`src/common/cusc_pkg.sv`:
```
// Purpose: constants shared by the clock select and detector duty logic
// Assumes: 20 MHz ref_clk, APB byte addressing, 12-bit address space
// Notes: all register values are eight bits wide in the low byte of the bus word
package cusc_pkg;

    // ==========================================================
    // register map
    localparam logic [11:0] CUSC_CLK_CFG_OFS = 12'h030;
    localparam logic [11:0] CUSC_OSC_CTL0_OFS = 12'h1e0;
    localparam logic [7:0] CUSC_CLK_CFG_RST = 8'h00;
    localparam logic [7:0] CUSC_OSC_CTL0_RST = 8'h00;
    localparam logic [31:0] CUSC_RDATA_RST = 32'h0000_0000;

    // ==========================================================
    // cpu_usb_clock_config fields
    localparam int CUSC_CPU_SEL_BIT = 0;
    localparam int CUSC_USB_SEL_BIT = 5;
    localparam int CUSC_USB_DIV_DIS_BIT = 6;

    // ==========================================================
    // oscillator_control_zero fields
    localparam int CUSC_SPEED_LSB = 0;
    localparam int CUSC_SPEED_W = 3;
    localparam int CUSC_SLEEP_LSB = 3;
    localparam int CUSC_SLEEP_W = 2;
    localparam int CUSC_NO_BUZZ_BIT = 5;

    // ==========================================================
    // detector duty timing
    localparam int CUSC_CLK_PERIOD_NS = 50;
    localparam int CUSC_DUTY_ON_NS = 2000;
    localparam int CUSC_DUTY_PERIOD_BASE_US = 16;
    localparam int CUSC_DUTY_CNT_W = 12;
    // least time, rounded up
    localparam logic [11:0] CUSC_DUTY_ON_CYC =
        12'((CUSC_DUTY_ON_NS + CUSC_CLK_PERIOD_NS - 1) / CUSC_CLK_PERIOD_NS);
    // base period, rounded down; doubled per step of the duty trim
    localparam logic [11:0] CUSC_DUTY_BASE_CYC =
        12'((CUSC_DUTY_PERIOD_BASE_US * 1000) / CUSC_CLK_PERIOD_NS);
    localparam logic [11:0] CUSC_CNT_ZERO = 12'h000;
    localparam logic [11:0] CUSC_CNT_ONE = 12'h001;

    typedef enum logic [2:0] {
        CUSC_DT_IDLE = 3'b001,
        CUSC_DT_ON = 3'b010,
        CUSC_DT_OFF = 3'b100
    } cusc_duty_state_t;

endpackage

```
`src/logic/cusc_top.sv`:
```
// Purpose: processor and bus engine clock select plus detector duty control
// Assumes: APB slave on ref_clk, sleep and duty trim arrive from other domains
// Notes: unmapped addresses answer with pslverr and read zero
`timescale 1ns/1ps
`default_nettype none
module cusc_top (
    input wire logic ref_clk,
    input wire logic resetn,
    input wire logic [11:0] paddr,
    input wire logic psel,
    input wire logic penable,
    input wire logic pwrite,
    input wire logic [31:0] pwdata,
    output logic [31:0] prdata,
    output logic pready,
    output logic pslverr,
    input wire logic sleep_pin,
    input wire logic [1:0] duty_trim_pin,
    output logic processor_clock_sel,
    output logic bus_engine_clock_sel,
    output logic bus_engine_halve,
    output logic [1:0] sleep_timer_sel,
    output logic [2:0] processor_speed,
    output logic low_voltage_detect_en
);
    import cusc_pkg::*;

    // ==========================================================
    // address decode
    function automatic logic hit(input logic [11:0] addr, input logic [11:0] ofs);
        hit = addr == ofs;
    endfunction

    logic [7:0] clk_cfg_reg;
    logic [7:0] osc_ctl0_reg;
    logic [31:0] prdata_reg;
    logic pready_reg;
    logic pslverr_reg;
    logic cpu_sel_reg;
    logic usb_sel_reg;
    logic halve_reg;
    logic [1:0] sleep_sel_reg;
    logic [2:0] speed_reg;
    logic det_en_reg;
    logic sleep_d_reg;
    wire [2:0] sync_q;

    wire access = psel & penable;
    wire first_access = access & ~pready_reg;
    wire commit = access & pready_reg;
    wire sel_cfg = hit(paddr, CUSC_CLK_CFG_OFS);
    wire sel_osc = hit(paddr, CUSC_OSC_CTL0_OFS);
    wire mapped = sel_cfg | sel_osc;
    wire wr_cfg = commit & pwrite & sel_cfg;
    wire wr_osc = commit & pwrite & sel_osc;

    // ==========================================================
    // register next values
    // reserved bits are not stored and read as zero
    wire [7:0] cfg_mask = 8'h61;
    wire [7:0] osc_mask = 8'h3f;
    wire [7:0] clk_cfg_next = wr_cfg ? (pwdata[7:0] & cfg_mask) : clk_cfg_reg;
    wire [7:0] osc_ctl0_next = wr_osc ? (pwdata[7:0] & osc_mask) : osc_ctl0_reg;
    wire [31:0] rd_word = sel_cfg ? {24'h00_0000, clk_cfg_reg} :
                          sel_osc ? {24'h00_0000, osc_ctl0_reg} : CUSC_RDATA_RST;
    wire [31:0] prdata_next = (first_access & ~pwrite) ? rd_word : prdata_reg;

    always_ff @(posedge ref_clk) begin
        if (!resetn) begin
            clk_cfg_reg <= CUSC_CLK_CFG_RST;
            osc_ctl0_reg <= CUSC_OSC_CTL0_RST;
        end else begin
            clk_cfg_reg <= clk_cfg_next;
            osc_ctl0_reg <= osc_ctl0_next;
        end
    end

    // ==========================================================
    // apb answer
    always_ff @(posedge ref_clk) begin
        if (!resetn) begin
            pready_reg <= 1'b0;
            pslverr_reg <= 1'b0;
            prdata_reg <= CUSC_RDATA_RST;
        end else begin
            pready_reg <= first_access;
            pslverr_reg <= first_access & ~mapped;
            prdata_reg <= prdata_next;
        end
    end

    // ==========================================================
    // synchronisers for sleep and duty trim
    wire [2:0] async_in = {duty_trim_pin, sleep_pin};

    genvar gi;
    generate
        for (gi = 0; gi < 3; gi = gi + 1) begin : g_sync
            logic sync1_reg;
            logic sync2_reg;
            always_ff @(posedge ref_clk) begin
                if (!resetn) begin
                    sync1_reg <= 1'b0;
                    sync2_reg <= 1'b0;
                end else begin
                    sync1_reg <= async_in[gi];
                    sync2_reg <= sync1_reg;
                end
            end
            assign sync_q[gi] = sync2_reg;
        end
    endgenerate

    wire sleeping = sync_q[0];
    wire [1:0] duty_trim = sync_q[2:1];

    // ==========================================================
    // detector duty cycling
    wire no_buzz = osc_ctl0_reg[CUSC_NO_BUZZ_BIT];
    wire duty_on;

    // sleep interval field is deliberately not connected here
    cusc_duty_timer u_duty (
        .clk(ref_clk),
        .resetn(resetn),
        .run(sleeping),
        .duty_trim(duty_trim),
        .duty_on(duty_on)
    );

    // awake: detector on; asleep: forced on or duty cycled
    // delayed sleep lines up with the timer output, so the first on window joins the awake level
    wire det_en_next = ~sleep_d_reg | no_buzz | duty_on;

    // ==========================================================
    // clock select outputs
    wire usb_sel = clk_cfg_reg[CUSC_USB_SEL_BIT];
    wire usb_div_dis = clk_cfg_reg[CUSC_USB_DIV_DIS_BIT];
    // divider disable only counts with the external source
    wire halve_next = ~usb_sel | ~usb_div_dis;

    always_ff @(posedge ref_clk) begin
        if (!resetn) begin
            cpu_sel_reg <= 1'b0;
            usb_sel_reg <= 1'b0;
            halve_reg <= 1'b1;
            sleep_sel_reg <= 2'h0;
            speed_reg <= 3'h0;
            det_en_reg <= 1'b1;
            sleep_d_reg <= 1'b0;
        end else begin
            cpu_sel_reg <= clk_cfg_reg[CUSC_CPU_SEL_BIT];
            usb_sel_reg <= usb_sel;
            halve_reg <= halve_next;
            sleep_sel_reg <= osc_ctl0_reg[CUSC_SLEEP_LSB +: CUSC_SLEEP_W];
            speed_reg <= osc_ctl0_reg[CUSC_SPEED_LSB +: CUSC_SPEED_W];
            det_en_reg <= det_en_next;
            sleep_d_reg <= sleeping;
        end
    end

    // ==========================================================
    // outputs
    assign prdata = prdata_reg;
    assign pready = pready_reg;
    assign pslverr = pslverr_reg;
    assign processor_clock_sel = cpu_sel_reg;
    assign bus_engine_clock_sel = usb_sel_reg;
    assign bus_engine_halve = halve_reg;
    assign sleep_timer_sel = sleep_sel_reg;
    assign processor_speed = speed_reg;
    assign low_voltage_detect_en = det_en_reg;
endmodule
`default_nettype wire

```
`src/logic/cusc_duty_timer.sv`:
```
// Purpose: periodic enable of the low voltage and power-on detector during sleep
// Assumes: run and duty_trim are synchronous to clk
// Notes: timing depends only on duty_trim, never on the sleep interval field
`timescale 1ns/1ps
`default_nettype none
module cusc_duty_timer (
    input wire logic clk,
    input wire logic resetn,
    input wire logic run,
    input wire logic [1:0] duty_trim,
    output logic duty_on
);
    import cusc_pkg::*;

    // ==========================================================
    // period select
    cusc_duty_state_t state_reg;
    cusc_duty_state_t state_next;
    logic [11:0] cnt_reg;
    logic [11:0] cnt_next;
    logic duty_on_reg;
    wire [11:0] period_cyc = CUSC_DUTY_BASE_CYC << duty_trim;
    wire [11:0] off_cyc = period_cyc - CUSC_DUTY_ON_CYC;
    wire on_done = cnt_reg == CUSC_DUTY_ON_CYC - CUSC_CNT_ONE;
    wire off_done = cnt_reg >= off_cyc - CUSC_CNT_ONE;

    // ==========================================================
    // sequencer
    always_comb begin
        state_next = state_reg;
        cnt_next = cnt_reg + CUSC_CNT_ONE;
        case (state_reg)
            CUSC_DT_IDLE: begin
                cnt_next = CUSC_CNT_ZERO;
                if (run) begin
                    state_next = CUSC_DT_ON;
                end
            end
            CUSC_DT_ON: begin
                if (on_done) begin
                    state_next = CUSC_DT_OFF;
                    cnt_next = CUSC_CNT_ZERO;
                end
            end
            CUSC_DT_OFF: begin
                if (off_done) begin
                    state_next = CUSC_DT_ON;
                    cnt_next = CUSC_CNT_ZERO;
                end
            end
            default: begin
                state_next = CUSC_DT_IDLE;
                cnt_next = CUSC_CNT_ZERO;
            end
        endcase
        if (!run) begin
            state_next = CUSC_DT_IDLE;
            cnt_next = CUSC_CNT_ZERO;
        end
    end

    always_ff @(posedge clk) begin
        if (!resetn) begin
            state_reg <= CUSC_DT_IDLE;
            cnt_reg <= CUSC_CNT_ZERO;
            duty_on_reg <= 1'b0;
        end else begin
            state_reg <= state_next;
            cnt_reg <= cnt_next;
            duty_on_reg <= state_next == CUSC_DT_ON;
        end
    end

    assign duty_on = duty_on_reg;
endmodule
`default_nettype wire

```
`config.mk`:
```
export PLATFORM = sky130hd
export DESIGN_NAME = cusc_top
export DESIGN_NICKNAME = d
export VERILOG_FILES = /design/src/common/cusc_pkg.sv /design/src/logic/cusc_top.sv /design/src/logic/cusc_duty_timer.sv
export SDC_FILE = /design/constraint.sdc
export NUM_CORES = 1
export LEC_CHECK = 0
export BUFFER_PORTS_ARGS = -buffer_cell sky130_fd_sc_hd__buf_2
export CORE_UTILIZATION = 48
export DETAILED_ROUTE_END_ITERATION = 16
export GPL_TIMING_DRIVEN = 0
export PLACE_DENSITY = 0.79
export RECOVER_POWER = 25
export SETUP_SLACK_MARGIN = 0.2
export SYNTH_ARGS = -nofsm -noshare
export SYNTH_HDL_FRONTEND = slang
export SYNTH_SLANG_ARGS = --single-unit
```
`constraint.sdc`:
```
create_clock -name ref_clk -period 3.1 [get_ports ref_clk]
set_clock_uncertainty 0.2 [all_clocks]
set_input_delay 0.62 -clock ref_clk [delete_from_list [all_inputs] [get_ports ref_clk]]
set_output_delay 0.62 -clock ref_clk [all_outputs]
set_load 0.05 [all_outputs]
```
* Word level (Yosys, flattened, before mapping)
Cells that the tools add are included.
** Storage, ports and cells
- ROM bits :: 0
- Input port bits :: 52
- Word-level logic and storage cells :: 61
- Bits in latches :: 0
- Bits in registers :: 75
- Memory bits (writable) :: 0
- Memories :: 0
** Cells by class
- Shift operators :: 1
- $lt $le $gt $ge :: 1
- $add $sub $neg :: 3
- Bitwise operators :: 18
- Div/mod/pow operators :: 0
- $mul :: 0
- Reduce and logical (&&, ||, !) cells :: 1
- Mux-type cells :: 9
- Equal/unequal tests :: 7
** Operators by type and width (count)
- equality test 12 x 6 -> 1 bit, second input constant :: 2
- 2-to-1 mux 12 bit :: 2
- case mux 12 bit (2 select lines) :: 1
- adder 12 x 1 -> 12 bit, second input constant :: 1
- equality test 12 x 9 -> 1 bit, second input constant :: 1
- greater-or-equal comparator 12 bit :: 1
- left shift 9 x 2 -> 12 bit, first input constant :: 1
- subtractor 12 x 1 -> 12 bit, second input constant :: 1
- subtractor 12 x 6 -> 12 bit, second input constant :: 1
- 2-to-1 mux 3 bit :: 3
- case mux 3 bit (3 select lines) :: 1
- bitwise AND 1 bit :: 8
- 2-to-1 mux 7 bit :: 1
- equality test 3 x 2 -> 1 bit, second input constant :: 2
- 2-to-1 mux 6 bit :: 1
- inverter 1 bit :: 6
- OR 1 bit :: 4
- equality test 3 x 1 -> 1 bit, second input constant :: 1
- equality test 3 bit, second input constant :: 1
- AND reduction 2 bit :: 1

* Longest topological paths before layout
- Depth after elaboration :: 8
- Depth in mapped cells :: 10
- Mapped depth without buffers :: 9

* Modules after synthesis
From an unflattened synthesis, not the netlist that was laid out.
** Second synthesis, totals
- Cells, all modules :: 242
- Area total of the unflattened synthesis :: 2316.0 µm²
** Modules (own cells, without submodules)
- cusc_top :: area an instance 1385.1 µm², times used 1, cells an instance 133, sequential area each 680.7 µm²
- cusc_duty_timer :: area an instance 930.9 µm², times used 1, cells an instance 109, sequential area each 320.3 µm²

* Least setup slack after synthesis
OpenSTA, ideal clock, no wires.
- Path kind :: register -> register
- Start :: register g_sync[1].sync2_reg
- End :: register u_duty.cnt_reg[3]
- Required time :: 2.833 ns
- Stages on the path, launching flop included :: 11
- Arrival time :: 2.048 ns
- Setup time :: 0.067 ns
- Path slack :: 0.785 ns
- Path buffers :: 1
- Period minus slack after synthesis :: 2.315 ns
- Cell sequence :: dfxtp_1 -> inv_1 -> ha_1 -> xor2_1 -> ha_1 -> nand4b_1 -> o22ai_1 -> o21a_1 -> or3_4 -> buf_6 -> a21oi_4
** Between the ends
- Word-level cells in the longest chain between the ends :: 6
** RTL lines
- start: declaration :: RTL line cusc_top.sv:100 : logic sync2_reg;
- start signal: assignment :: RTL line cusc_top.sv:107 : sync2_reg <= sync1_reg;
- left shift 9 x 2 -> 12 bit :: RTL line cusc_duty_timer.sv:22 : wire [11:0] period_cyc = CUSC_DUTY_BASE_CYC << duty_trim;
- subtractor 12 x 6 -> 12 bit :: RTL line cusc_duty_timer.sv:23 : wire [11:0] off_cyc = period_cyc - CUSC_DUTY_ON_CYC;
- subtractor 12 x 1 -> 12 bit :: RTL line cusc_duty_timer.sv:25 : wire off_done = cnt_reg >= off_cyc - CUSC_CNT_ONE;
- greater-or-equal comparator 12 bit :: RTL line cusc_duty_timer.sv:25
- 2-to-1 mux 12 bit :: RTL line cusc_duty_timer.sv:46 : if (off_done) begin
- case mux 12 bit (2 select lines) :: RTL line cusc_duty_timer.sv:32 : case (state_reg)
- end signal: assignment :: RTL line cusc_duty_timer.sv:69 : cnt_reg <= cnt_next;
- end: declaration :: RTL line cusc_duty_timer.sv:19 : logic [11:0] cnt_reg;
No other way between the ends.
A chain may end at the register's enable or synchronous reset.

* Worst setup path in the final report
Ends and elaborated chain as after synthesis.

==> out/qor.csv <==
metric;value;unit
status;finished, final reports clean;
htree_levels;2;
die_w;71.9;µm
synth-edff-count;0;
grt_usage;16.7;%
final.setup.tns;0;ns
antenna_left;0;
vias_per_cell;4.62;
r2r_slack;0.62;ns
vias;1788;
gp_congestion;0.799;
start_util;49.7;%
drc;0;
ioPinCount;95;
postCtsSetupBuffers;0;
syn_area;2350;µm²
die_area;5170;µm²
cts_resized;0;
cpLargestDelayFamily;adder cells;
place_ws;0.637;ns
layout_min_cycle_time;2.48;ns
setup_ws;0.623;ns
async_flop_share;0;%
cts_tree;done;
drt_iter0_drc;68;
clk_path_buf_depth;2;
critical_path_buf_inv_count;2;
crit_path_max_fanout;10;
period_share;79.9;%
clockRootBuffer;clkbuf_8;
die_h;71.9;µm
hold_viol;0;
fillCellCount;413;
p_leak;0.00119;µW
slowest_delay;0.41;ns
synth_cells;244;
avgSynthCellArea;9.61;µm²
path_class;flop to flop;
crit_slowest_cell;or3_4;
synthFlopType;dfxtp_1;
nets;383;
timing.rr.end;u_duty.cnt_reg[3];
cp_common_cell;ha_1;
ys_seq_elements;50;
min_to;bus_engine_halve;
r2r_cells;10;
relSlewSlack;61.5;%
max_cap_violations;0;
ir_drop;0.280;mV
power_density;417;nW/µm²
crit_chain;inv_1 > ha_1 > xor2_1 > ha_1 > nand4b_1 > o22ai_1 > o21a_1 > or3_4 > buf_6 > a21oi_4;
area_delta_synth_final;20.5;%
clkSinkCount;50;
holdBufCountCts;0;
grt_pass1_vias;1587;
required;3.14;ns
cts_buffers;5;
n_antenna_cell;0;
timing.rr.start;g_sync[1].sync2_reg;
hold_depth;1;
arrival;2.51;ns
yosys_warnings;0;
grt_setup_unrepaired;no;
firstDrtPassIters;4;
globalRouteOverflowTotal;0;
drive_gt1_share;28.4;%
finalSetupViolCount;0;
worstSetupEndpointType;flop;
grt_pass1_wl;6840;µm
core_area;4720;µm²
report.final.slew_viol_count;0;
clk_pin_slew;0.09;ns
avgRoutedWirePerCell;10.3;µm
clk_latency;0.30;ns
fin_hold_ws;0.209;ns
worstHoldStart;clk_cfg_reg[6];
antenna_found_initial;0;
num_rows;25;
seq_area_frac_synth;42.7;%
cp-start-kind;flop;
ys_types;43;
max_freq;0.404;GHz
worstMarginPinSlew;0.572;ns
grt_max_degree;17;
wl;4010;µm
hp-class;flop to flop;
io_buffers;44;
fin_util;59.9;%
largest_reg_flops;12;
place_hpwl;3070;µm
[cell usage in the layout, fill, tap and decap left out, drive strengths merged]
cell type	count
a32oi	1
o32ai	2
nand4bb	1
xnor2	4
a22o	2
nor2	10
clkinv	1
a22oi	6
inv	8
xor2	7
a21boi	5
and4	2
o311ai	1
nand4b	1
dfxtp	50
and3	2
and2	13
clkbuf	12
nand4	2
ha	12
o21ai	6
nand3	7
or3	2
nor2b	16
a21oi	17
or4	1
o21a	1
nor4	4
o22ai	1
mux2i	5
nand2	18
nor3b	2
conb	25
nand2b	1
nor3	2
buf	70
[through the flow]
| step | total power, µW | instance area (µm²) | instances |
|---|---|---|---|
| 2_1_floorplan | 785 | 2440 | 268 |
| 3_3_place_gp | 809 | 2740 | 379 |
| 3_5_place_dp | 811 | 2740 | 379 |
| 4_1_cts | 1190 | 2830 | 387 |
| 5_1_grt | 1230 | 2830 | 387 |
| 6_report | 1180 | 2830 | 387 |
[cell usage after synthesis, types with 7 or more instances]
master / number / area (µm²)
dfxtp_1: 50 / 1000
buf_4: 25 / 188
nand2_1: 18 / 67.6
nor2b_1: 16 / 100
and2_1: 13 / 81.3
ha_1: 12 / 150
a21oi_2: 9 / 78.8
nor2_1: 9 / 33.8
a21oi_1: 7 / 35.0
inv_1: 7 / 26.3
nand3_1: 7 / 35.0
xor2_1: 7 / 61.3
[per-layer routing]
layer  global-route usage [%]  up-vias  share of wire (%)
li1                         -      932                  -
met1                     20.9      812                 47
met2                     27.4       37                 47
met3                     4.72        7                3.7
met4                     6.54        0                1.9
met5                        0        -                  0
[worst max-delay path by stage]
| stage | startpoint | end | slack, ns | depth (start not counted) |
|---|---|---|---|---|
| final | g_sync[1].sync2_reg | u_duty.cnt_reg[3] | 0.62 | 10 |
| after global routing | g_sync[1].sync2_reg | u_duty.cnt_reg[8] | 0.48 | 10 |
| after CTS | g_sync[1].sync2_reg | u_duty.cnt_reg[5] | 0.61 | 10 |
| after detailed placement | g_sync[1].sync2_reg | u_duty.cnt_reg[5] | 0.64 | 10 |
| after global placement | g_sync[1].sync2_reg | u_duty.cnt_reg[11] | 0.68 | 10 |
| after floorplan | g_sync[1].sync2_reg | u_duty.cnt_reg[3] | 0.79 | 10 |
[final cells by class]
type	count	area, µm²	area share, %
multi-input cells	179	1180	41.7
flip-flops and latches	50	1000	35.4
plain buffers	32	230	8.14
repair buffers	44	218	7.70
well taps	67	83.8	2.96
clock buffers	6	72.6	2.57
inverters	7	26.3	0.929
clock inverters	2	17.5	0.619
[power by group]
part	leakage, µW	total [µW]	internal (µW)	switching (µW)
Sequential	0.000405	651	648	2.79
Clock	0.0000458	382	164	218
Combinational	0.000744	145	47.0	98.5
Total	0.00119	1180	859	319
[cells by family after synthesis]
family	count (synthesis)	synth area share, %
muxes	5	2.13
DFF	50	42.7
xor gates and xnor gates	11	4.11
and+or+nand+nor	84	20.4
other	1	0.160
AOI/OAI and AO/OA	42	13.2
buffers and inverters	39	10.9
adders and majority gates	12	6.40
[worst register-to-register path, cell delays in order, from the launching register on]
cell and delay, ns:
dfxtp_1 0.40, inv_1 0.08, ha_1 0.23, xor2_1 0.15
ha_1 0.29, nand4b_1 0.10, o22ai_1 0.09, o21a_1 0.18
or3_4 0.41, buf_6 0.17, a21oi_4 0.11
(Power assumes the default switching activity.)
